## src/shared/tx_rx_pkg.sv

```systemverilog
package tx_rx_pkg;
    // Register byte addresses on the APB slave.
    localparam logic [7:0] CTRL_ADDR_TX_STATUS = 8'h04;
    localparam logic [7:0] CTRL_ADDR_RX_CFG = 8'h0C;
    localparam logic [7:0] CTRL_ADDR_STATION_LO = 8'h10;
    localparam logic [7:0] CTRL_ADDR_STATION_HI = 8'h14;
    localparam logic [7:0] CTRL_ADDR_HASH_LO = 8'h18;
    localparam logic [7:0] CTRL_ADDR_HASH_HI = 8'h1C;
    localparam logic [7:0] CTRL_ADDR_COLL_COUNT = 8'h20;
    localparam logic [7:0] CTRL_ADDR_IRQ_STATUS = 8'h24;
    localparam logic [7:0] CTRL_ADDR_IRQ_MASK = 8'h28;

    // Transmit status field positions.
    localparam int TS_SENT = 0;
    localparam int TS_COLL = 2;
    localparam int TS_ABORT = 3;
    localparam int TS_CARRIER_LOST = 4;
    localparam int TS_UNDERRUN = 5;
    localparam int TS_HB = 6;
    localparam int TS_LATE = 7;

    // Receive configuration field positions.
    localparam int RC_KEEP_ERR = 0;
    localparam int RC_SHORT = 1;
    localparam int RC_BCAST = 2;
    localparam int RC_HASH = 3;
    localparam int RC_PROMISC = 4;

    // Interrupt status and mask field positions.
    localparam int IRQ_TX_END = 0;
    localparam int IRQ_RX_DONE = 1;

    // Reset values.
    localparam logic [7:0] TX_STATUS_RST = 8'h00;
    localparam logic [7:0] RX_CFG_RST = 8'h00;
    localparam logic [1:0] IRQ_RST = 2'h0;

    // Timing in nanoseconds and derived cycle counts at the system clock.
    localparam int CLK_MHZ = 50;
    localparam int HB_WINDOW_NS = 6400;
    localparam int SLOT_NS = 51200;
    localparam int HB_CYCLES = HB_WINDOW_NS * CLK_MHZ / 1000;
    localparam int SLOT_CYCLES = (SLOT_NS * CLK_MHZ + 999) / 1000;

    // Frame limits and retry limit.
    localparam int MAX_ATTEMPTS = 16;
    localparam int MIN_FRAME = 64;
    localparam int MIN_RUNT = 8;

    // A finished received frame as seen by the address filter.
    typedef struct packed {
        logic [47:0] dest;
        logic [15:0] len;
        logic crc_err;
        logic [5:0] hash_idx;
    } rx_frame_t;
endpackage

```

## src/logic/tx_status_rx_filter_config.sv

```systemverilog
`timescale 1ns/1ps
module tx_status_rx_filter_config
    import tx_rx_pkg::*;
(
    // Clock, reset and clock enable.
    input wire logic sys_clk_i,
    input wire logic rstn_i,
    input wire logic ce_i,
    // APB slave.
    input wire logic [7:0] paddr_i,
    input wire logic psel_i,
    input wire logic penable_i,
    input wire logic pwrite_i,
    input wire logic [31:0] pwdata_i,
    output logic [31:0] prdata_o,
    output logic pready_o,
    output logic pslverr_o,
    // Transmit engine events, same clock.
    input wire logic tx_start_i,
    input wire logic tx_done_i,
    input wire logic collision_i,
    input wire logic fifo_empty_i,
    input wire logic bus_grant_i,
    // Transceiver pins, asynchronous.
    input wire logic carrier_i,
    input wire logic heartbeat_i,
    // Transmit control back to the engine.
    output logic tx_retry_o,
    output logic tx_abort_o,
    // Receive filter.
    input wire logic rx_valid_i,
    input wire rx_frame_t rx_frame_i,
    output logic rx_valid_o,
    output logic rx_accept_o,
    // Interrupt.
    output logic irq_o
);
    localparam int HB_LAST = HB_CYCLES - 1;
    localparam int SLOT_LAST = SLOT_CYCLES - 1;

    logic [7:0] tx_status;
    logic [7:0] rx_cfg;
    logic [47:0] station_address_bytes;
    logic [63:0] hash_bits;
    logic [4:0] collision_count_reg;
    logic [1:0] irq_status;
    logic [1:0] irq_mask;
    logic tx_active;
    logic [11:0] slot_cnt;
    logic hb_wait;
    logic [8:0] hb_cnt;
    logic carrier_meta;
    logic carrier_sync;
    logic carrier_prev;
    logic hb_meta;
    logic hb_sync;
    logic apb_access;
    logic wr_fire;
    logic slot_done;
    logic coll_now;
    logic last_attempt;
    logic underrun_now;
    logic done_now;
    logic tx_end_evt;
    logic [31:0] next_rdata;
    logic next_err;
    logic [31:0] wr_data;

    // Transceiver pins pass two flip-flops before any logic reads them.
    always_ff @(posedge sys_clk_i)
    begin
        if (!rstn_i)
        begin
            carrier_meta <= 1'b0;
            carrier_sync <= 1'b0;
            hb_meta <= 1'b0;
            hb_sync <= 1'b0;
        end
        else if (ce_i)
        begin
            carrier_meta <= carrier_i;
            carrier_sync <= carrier_meta;
            hb_meta <= heartbeat_i;
            hb_sync <= hb_meta;
        end
    end

    // Qualified transmit events; a new start overrides anything in flight.
    assign slot_done = (slot_cnt == 12'(SLOT_LAST));
    assign coll_now = tx_active && collision_i && !tx_start_i;
    assign last_attempt = (collision_count_reg == 5'(MAX_ATTEMPTS - 1));
    assign underrun_now = tx_active && fifo_empty_i && !bus_grant_i && !tx_start_i;
    assign done_now = tx_active && tx_done_i && !tx_start_i && !coll_now && !underrun_now;
    assign tx_end_evt = done_now || underrun_now || (coll_now && last_attempt);

    // Transmission in progress and slot timer, restarted at each attempt.
    always_ff @(posedge sys_clk_i)
    begin
        if (!rstn_i)
        begin
            tx_active <= 1'b0;
            slot_cnt <= 12'h000;
        end
        else if (ce_i)
        begin
            if (tx_start_i || coll_now)
                slot_cnt <= 12'h000;
            else if (tx_active && !slot_done)
                slot_cnt <= slot_cnt + 12'h001;
            if (tx_start_i)
                tx_active <= 1'b1;
            else if (tx_end_evt)
                tx_active <= 1'b0;
        end
    end

    // Collision total for the current packet.
    always_ff @(posedge sys_clk_i)
    begin
        if (!rstn_i)
            collision_count_reg <= 5'h00;
        else if (ce_i)
        begin
            if (tx_start_i)
                collision_count_reg <= 5'h00;
            else if (coll_now)
                collision_count_reg <= collision_count_reg + 5'h01;
        end
    end

    // Heartbeat window opens when a transmission completes.
    always_ff @(posedge sys_clk_i)
    begin
        if (!rstn_i)
        begin
            hb_wait <= 1'b0;
            hb_cnt <= 9'h000;
        end
        else if (ce_i)
        begin
            if (tx_start_i || hb_sync || hb_cnt == 9'(HB_LAST))
                hb_wait <= 1'b0;
            else if (done_now)
                hb_wait <= 1'b1;
            if (done_now || !hb_wait)
                hb_cnt <= 9'h000;
            else
                hb_cnt <= hb_cnt + 9'h001;
        end
    end

    // Transmit status; cleared at start and not meaningful before the first one.
    always_ff @(posedge sys_clk_i)
    begin
        if (!rstn_i)
        begin
            tx_status <= TX_STATUS_RST;
            carrier_prev <= 1'b0;
        end
        else if (ce_i)
        begin
            carrier_prev <= carrier_sync;
            if (tx_start_i)
                tx_status <= TX_STATUS_RST;
            else
            begin
                if (coll_now)
                    tx_status[TS_COLL] <= 1'b1;
                if (coll_now && slot_done)
                    tx_status[TS_LATE] <= 1'b1;
                if (coll_now && last_attempt)
                    tx_status[TS_ABORT] <= 1'b1;
                if (tx_active && carrier_prev && !carrier_sync)
                    tx_status[TS_CARRIER_LOST] <= 1'b1;
                if (underrun_now)
                    tx_status[TS_UNDERRUN] <= 1'b1;
                if (done_now)
                    tx_status[TS_SENT] <= 1'b1;
                if (hb_wait && !hb_sync && hb_cnt == 9'(HB_LAST))
                    tx_status[TS_HB] <= 1'b1;
            end
        end
    end

    // Retry and abort strobes to the transmit engine.
    always_ff @(posedge sys_clk_i)
    begin
        if (!rstn_i)
        begin
            tx_retry_o <= 1'b0;
            tx_abort_o <= 1'b0;
        end
        else if (ce_i)
        begin
            tx_retry_o <= coll_now && !last_attempt;
            tx_abort_o <= underrun_now || (coll_now && last_attempt);
        end
    end

    // Address filter decision on each finished frame.
    function automatic logic frame_ok(input rx_frame_t f, input logic [7:0] cfg,
                                      input logic [47:0] sta, input logic [63:0] hash);
        logic err_ok;
        logic len_ok;
        logic bcast;
        logic addr_ok;
        err_ok = !f.crc_err || cfg[RC_KEEP_ERR];
        len_ok = (f.len >= 16'(MIN_FRAME))
            || (cfg[RC_SHORT] && f.len >= 16'(MIN_RUNT));
        bcast = &f.dest;
        if (bcast)
            addr_ok = cfg[RC_BCAST];
        else if (f.dest[0])
            addr_ok = cfg[RC_HASH] && hash[f.hash_idx];
        else
            addr_ok = cfg[RC_PROMISC] || (f.dest == sta);
        // Each destination class is judged on its own, so enabled classes add up.
        return err_ok && len_ok && addr_ok;
    endfunction

    // Filter outputs, one result per frame.
    always_ff @(posedge sys_clk_i)
    begin
        if (!rstn_i)
        begin
            rx_valid_o <= 1'b0;
            rx_accept_o <= 1'b0;
        end
        else if (ce_i)
        begin
            rx_valid_o <= rx_valid_i;
            if (rx_valid_i)
                rx_accept_o <= frame_ok(rx_frame_i, rx_cfg, station_address_bytes, hash_bits);
        end
    end

    // APB handshake: one wait cycle, then pready for one cycle.
    assign apb_access = psel_i && penable_i;
    assign wr_fire = apb_access && pready_o && pwrite_i;
    assign wr_data = pwdata_i;

    // Read multiplexer and error for unmapped addresses.
    always_comb
    begin
        next_rdata = 32'h0000_0000;
        next_err = 1'b0;
        case (paddr_i)
            CTRL_ADDR_TX_STATUS: next_rdata = {24'h000000, tx_status};
            CTRL_ADDR_RX_CFG: next_rdata = 32'h0000_0000;
            CTRL_ADDR_STATION_LO: next_rdata = station_address_bytes[31:0];
            CTRL_ADDR_STATION_HI: next_rdata = {16'h0000, station_address_bytes[47:32]};
            CTRL_ADDR_HASH_LO: next_rdata = hash_bits[31:0];
            CTRL_ADDR_HASH_HI: next_rdata = hash_bits[63:32];
            CTRL_ADDR_COLL_COUNT: next_rdata = {27'h0000000, collision_count_reg};
            CTRL_ADDR_IRQ_STATUS: next_rdata = {30'h00000000, irq_status};
            CTRL_ADDR_IRQ_MASK: next_rdata = {30'h00000000, irq_mask};
            default: next_err = 1'b1;
        endcase
    end

    // APB response registers.
    always_ff @(posedge sys_clk_i)
    begin
        if (!rstn_i)
        begin
            pready_o <= 1'b0;
            prdata_o <= 32'h0000_0000;
            pslverr_o <= 1'b0;
        end
        else if (ce_i)
        begin
            pready_o <= apb_access && !pready_o;
            if (apb_access && !pready_o)
            begin
                prdata_o <= pwrite_i ? 32'h0000_0000 : next_rdata;
                pslverr_o <= next_err;
            end
            else
            begin
                prdata_o <= 32'h0000_0000;
                pslverr_o <= 1'b0;
            end
        end
    end

    // Software writable configuration; bit 5 is stored but steers nothing.
    always_ff @(posedge sys_clk_i)
    begin
        if (!rstn_i)
        begin
            rx_cfg <= RX_CFG_RST;
            station_address_bytes <= 48'h0000_0000_0000;
            hash_bits <= 64'h0000_0000_0000_0000;
            irq_mask <= IRQ_RST;
        end
        else if (ce_i && wr_fire)
        begin
            case (paddr_i)
                CTRL_ADDR_RX_CFG: rx_cfg <= wr_data[7:0];
                CTRL_ADDR_STATION_LO: station_address_bytes[31:0] <= wr_data;
                CTRL_ADDR_STATION_HI: station_address_bytes[47:32] <= wr_data[15:0];
                CTRL_ADDR_HASH_LO: hash_bits[31:0] <= wr_data;
                CTRL_ADDR_HASH_HI: hash_bits[63:32] <= wr_data;
                CTRL_ADDR_IRQ_MASK: irq_mask <= wr_data[1:0];
                default: ;
            endcase
        end
    end

    // Sticky interrupt status; a new event wins over a write-one clear.
    always_ff @(posedge sys_clk_i)
    begin
        if (!rstn_i)
        begin
            irq_status <= IRQ_RST;
            irq_o <= 1'b0;
        end
        else if (ce_i)
        begin
            if (wr_fire && paddr_i == CTRL_ADDR_IRQ_STATUS)
                irq_status <= (irq_status & ~wr_data[1:0]) | {rx_valid_i, tx_end_evt};
            else
                irq_status <= irq_status | {rx_valid_i, tx_end_evt};
            irq_o <= |(irq_status & irq_mask);
        end
    end
endmodule

```

## config.mk

```make
export PLATFORM = sky130hd
export DESIGN_NAME = tx_status_rx_filter_config
export DESIGN_NICKNAME = d
export VERILOG_FILES = /design/src/shared/tx_rx_pkg.sv /design/src/logic/tx_status_rx_filter_config.sv
export SDC_FILE = /design/constraint.sdc
export NUM_CORES = 1
export LEC_CHECK = 0
export ABC_AREA = 1
export BUFFER_PORTS_ARGS = -buffer_cell sky130_fd_sc_hd__buf_2
export CAP_MARGIN = 20
export CORE_UTILIZATION = 51
export CTS_CLUSTER_SIZE = 40
export DETAILED_ROUTE_END_ITERATION = 10
export PLACE_DENSITY = 0.78
export SYNTH_ARGS = -nofsm -noshare
export SYNTH_HDL_FRONTEND = slang
export SYNTH_SLANG_ARGS = --single-unit
export TNS_END_PERCENT = 100
```

## constraint.sdc

```tcl
create_clock -name sys_clk_i -period 1.83 [get_ports sys_clk_i]
set_input_delay 0.183 -clock sys_clk_i [delete_from_list [all_inputs] [get_ports sys_clk_i]]
set_output_delay 0.183 -clock sys_clk_i [all_outputs]
set_load 0.01 [all_outputs]
```

## Word-level counts from Yosys, hierarchy flattened

Cells that the tools add are included.

- Add/subtract/negate cells: 3
- $lt $le $gt $ge: 3
- Eq/ne operators: 13
- Muxes and demuxes: 30
- Bitwise gates (word level): 5
- Reduce and logical (&&, ||, !) cells: 78

Operators by type and width:

| kind | number |
|---|---|
| 32-bit case mux with 8 select lines | 1 |
| 32-bit 2-to-1 mux | 2 |
| 48-bit == test | 1 |
| 48-bit AND reduction | 1 |
| 2-bit AND reduction | 17 |
| 8-bit by 5-bit == test with 1-bit output, second input constant | 4 |
| 1-bit logical AND | 27 |
| 8-bit by 6-bit == test with 1-bit output, second input constant | 3 |
| 12-bit 2-to-1 mux | 2 |
| 2-bit nonzero test | 10 |
| 1-bit 2-to-1 mux | 19 |
| 16-bit by 4-bit greater-or-equal comparator with 1-bit output, second input constant | 1 |
| 16-bit by 7-bit greater-or-equal comparator with 1-bit output, second input constant | 1 |
| 12-bit by 1-bit adder with 12-bit output, second input constant | 1 |
| 12-bit == test, second input constant | 1 |
| 1-bit logical NOT | 11 |
| 1-bit logical OR | 10 |
| 5-bit 2-to-1 mux | 2 |
| 9-bit by 1-bit adder with 9-bit output, second input constant | 1 |
| 9-bit == test, second input constant | 1 |
| 9-bit 2-to-1 mux | 1 |
| 9-bit OR reduction | 1 |
| 8-bit by 3-bit == test with 1-bit output, second input constant | 1 |
| 8-bit by 4-bit == test with 1-bit output, second input constant | 1 |
| other kinds (10) | 12 |

- Register bits: 200
- Input bits: 125
- Output and inout bits: 39

## Depth between registers and ports, before layout

- Word-level depth: 9
- Depth in mapped cells: 16
- Gate-level depth less buffers: 13

## Worst setup path after synthesis

No wires, ideal clock.

- Path type: register -> register
- From: register slot_cnt[0]
- To: register slot_cnt[4]
- Setup time: 0.132 ns
- Data arrival time: 1.613 ns
- Required time: 1.698 ns
- Setup slack: 0.085 ns
- Stages on the path, launching flop included: 14
- Path buffers: 1
- Clock period less this slack: 1.745 ns
- Cells stage by stage: dfxtp_1 -> ha_1 -> nand3_1 -> nor2_1 -> inv_1 -> nor2_1 -> nand4_1 -> nand2_1 -> nand2_1 -> buf_4 -> clkinv_2 -> nor2_1 -> a21oi_1 -> nor3_1

- Longest elaborated chain between the ends: 5
- Elaborated cells between the ends (all ways): 8

Ends and longest elaborated chain:

| what | RTL line | RTL |
|---|---|---|
| from (decl) | tx_status_rx_filter_config.sv:49 | `logic [11:0] slot_cnt;` |
| from (signal assigned) | tx_status_rx_filter_config.sv:109 | `slot_cnt <= slot_cnt + 12'h001;` |
| parallel branches: the longest is 5 deep, another holds 12-bit by 1-bit adder with 12-bit output | - |  |

Parallel ways; which one is timed is not known. The select of a mux whose other input is x is not followed.
A chain may end at the register's enable or synchronous reset.

## Worst setup path in the final report

- From: register slot_cnt[1]
- To: register slot_cnt[5]

Same word-level chain as after synthesis.

==> reports/results.ini <==
[routing]
drc = 0
first_iter_violations = 887
wl_per_cell_um = 16.2
firstDrtPassIters = 6
routed_wl_mm = 29.4
via_per_inst = 5.54
vias = 10000
ant_nets = 0

[synthesis]
yosysTopAreaCellShare_pct = 41.3
synthFlopType = dfxtp_1
synthAdderAreaFrac_pct = 0.516
postSynthAreaPerCell_um2 = 6.88
synth_top_family_by_area = simple AND/OR/NAND/NOR gates
yosysSeqAreaShare_pct = 41.3
synth_area_leader_cell = dfxtp_1
ys_ff_latch = 200
synth_area_mm2 = 0.00969
synth_common_cells = 338 x nand2_1, 200 x dfxtp_1, 167 x a21oi_1
ys_types = 39
synthSimpleGateAreaFrac_pct = 26.0
synth_mux_area_share_pct = 0
yosysWarnings = 0
synthArstFlopShare_pct = 0
synth.area.top_cells = dfxtp_1 41%, nand2_1 13%, a21oi_1 8.6%, o21ai_0 6.2%, inv_1 5.5%
synth_fp_nets = 1538
synth-compound-area-share_pct = 19.5
synth_edf_count = 0
synthXorXnorAreaFrac_pct = 3.34
yosysMostFrequentCell = nand2_1
synthCells = 1409

[global_routing]
grt_max_degree = 111
track_usage_pct = 29.7
antenna_found_initial = 1
grt_pass1_wl_mm = 45.8
grt_remaining_overflow = 0
first_global_vias = 9154

[timing]
finalCritPeriodShare_pct = 97.0
setup_viol = 0
hold_viol_final = 0
drv_slew = 0
clock_skew_ns = 0.00679
tightest_slew_ns = 0.514
fmax_mhz = 563
relSlewSlack_pct = 65.7
setup_ws_ns = 0.0547
post-route-min-period_ns = 1.78

[final_layout]
syn_to_final_growth_pct = 20.5
diodes = 0
largest_register_ffs = 64
largest_register = hash_bits
drive_above_1_share_pct = 17.6
nets = 1696
reg.largest.list = hash_bits x64, station_address_bytes x48, prdata_o x32

[worst_setup_path]
required_ns = 2.15
cp_max_fo = 6
reg2reg_to = slot_cnt[5]
crit_family = simple AND/OR/NAND/NOR gates
arrival_ns = 2.10
r2r_setup_slack_ns = 0.05
path_buf_inv = 2
start_kind = flop
reg2reg_from = slot_cnt[1]
rr_worst_depth = 12
worstPathCellList = ha_4, nand3_1, nor2_2, inv_1, nor2_2, nand4_1, nand2_2, nand2_4, nand2_2, buf_4, xor2_1, nor2_1
cp_slowest_cell = dfxtp_2
path_class = flop to flop
endpoint_kind = flop
max_stage_delay_ns = 0.36

[pwr]
leakage_nw = 4.50
p_total_mw = 9.44
power_density_mw_per_mm2 = 808
irDropWorstVdd_v = 0.000779

[min_path]
min_from = pwdata_i[19]
min_to = station_address_bytes[19]
worstHoldPathCells = 3
hold_class = input pin to flop

[run_status]
status = finished clean

[floorplanning]
die_area_mm2 = 0.0196
num_rows = 50
top_level_ports = 164
core_area_mm2 = 0.0186
die_h_um = 140
die_w_um = 140
start_util_pct = 52.0

[clock_network]
clk_latency_ns = 0.44
cts_tree = yes
cts_buffer_depth = 2
cts_sinks = 200
cts_root_buf = clkbuf_16
htree_num_levels = 4
cts_buffers = 17
clk_pin_slew_ns = 0.07

[placement]
dp.final_hpwl_mm = 20.7
gp_routability_congestion = 0.982
dp_slack_ns = -0.0625
numPortBuffers = 160

[job]
cap_violations = 0

[area by class of cell]
cell class	instances	area, µm²
clock buffers	17	425
well taps	234	293
flip-flops and latches	200	4010
clock inverters	13	251
multi-input cells	984	4840
inverters	152	572
fillers	1716	6970
repair buffers	212	1280
[worst max path at each step]
stage,slack [ns],startpoint,end,cells after the start
finish,0.05,slot_cnt[1],slot_cnt[5],12
global route,-0.03,slot_cnt[1],slot_cnt[5],12
CTS,0.03,slot_cnt[1],slot_cnt[5],12
detailed placement,-0.06,slot_cnt[0],slot_cnt[9],13
global placement,0.002,slot_cnt[0],slot_cnt[9],13
floorplan,0.08,slot_cnt[0],slot_cnt[4],13
[worst register-to-register path: stages, from the launching register on]
cell,delay [ns]
dfxtp_2,0.36
ha_4,0.15
nand3_1,0.08
nor2_2,0.13
inv_1,0.08
nor2_2,0.12
nand4_1,0.16
nand2_2,0.12
nand2_4,0.08
nand2_2,0.09
buf_4,0.11
xor2_1,0.13
nor2_1,0.05
[cells in the final DEF, fill, tap and decap left out, types with 2 or more instances in the layout]
| cell | n |
|---|---|
| o221ai_1 | 20 |
| nor3_2 | 2 |
| a21oi_1 | 166 |
| nor2_1 | 110 |
| nor2_2 | 3 |
| a211oi_1 | 3 |
| nand2_4 | 2 |
| nand2_2 | 4 |
| nor2_4 | 6 |
| ha_1 | 3 |
| nor4_1 | 5 |
| clkinvlp_4 | 3 |
| dlygate4sd3_1 | 2 |
| buf_4 | 43 |
| o211ai_1 | 3 |
| a31oi_1 | 2 |
| o31ai_1 | 3 |
| xor2_1 | 5 |
| o2111ai_1 | 10 |
| clkbuf_16 | 17 |
| inv_2 | 10 |
| nor3_1 | 8 |
| dfxtp_2 | 2 |
| clkinv_2 | 3 |
| o21ai_1 | 2 |
| nand2_1 | 335 |
| inv_1 | 140 |
| bufinv_16 | 7 |
| o22ai_1 | 14 |
| nand4_1 | 20 |
| dfxtp_1 | 198 |
| xnor2_1 | 32 |
| o21ai_0 | 120 |
| buf_2 | 160 |
| nand3_1 | 97 |
| buf_12 | 7 |
[per-layer routing]
layer  share of wire (%)  GRT usage (%)
met3                 7.4           5.30
met4                 3.1           11.6
met2                  47           49.6
met1                  42           37.9
met5               0.044              0
[repair_timing]
action,4_1_cts,5_1_grt
setup buffers,0,3
hold endpoints to repair,2,0
endpoints found under the setup margin,3,25
gates resized for setup,2,14
pin swaps,0,5
hold buffers,2,0
[power breakdown]
part           leakage, nW  switching, mW  internal (mW)  total, mW
logic                 2.57          0.446          0.261      0.707
clock network        0.321           1.66           2.68       4.34
registers             1.61         0.0128           4.37       4.38
total                 4.50           2.12           7.32       9.44
[cell families (layout without fill, tap and decap cells)]
group | count (synthesis) | after routing
simple gates | 597 | 597
compound gates | 346 | 346
buf+inv | 225 | 394
flops | 200 | 200
xor+xnor | 37 | 37
fa+ha+maj | 4 | 4
[metrics by stage]
step | utilization [%] | TNS (ns) | std cells | hold slack [ns] | area, µm²
after floorplan | - | 0 | 1409 | 0.318 | 9690
after global placement | 58.5 | 0 | 1777 | 0.407 | 10900
after detailed placement | 58.5 | -0.0625 | 1777 | 0.417 | 10900
after CTS | 62.2 | 0 | 1809 | 0.0392 | 11600
after global routing | 62.6 | -0.0967 | 1812 | 0.0317 | 11700
final | 62.6 | 0 | 1812 | 0.0434 | 11700
No activity file was read; power rests on OpenSTA's default activity.
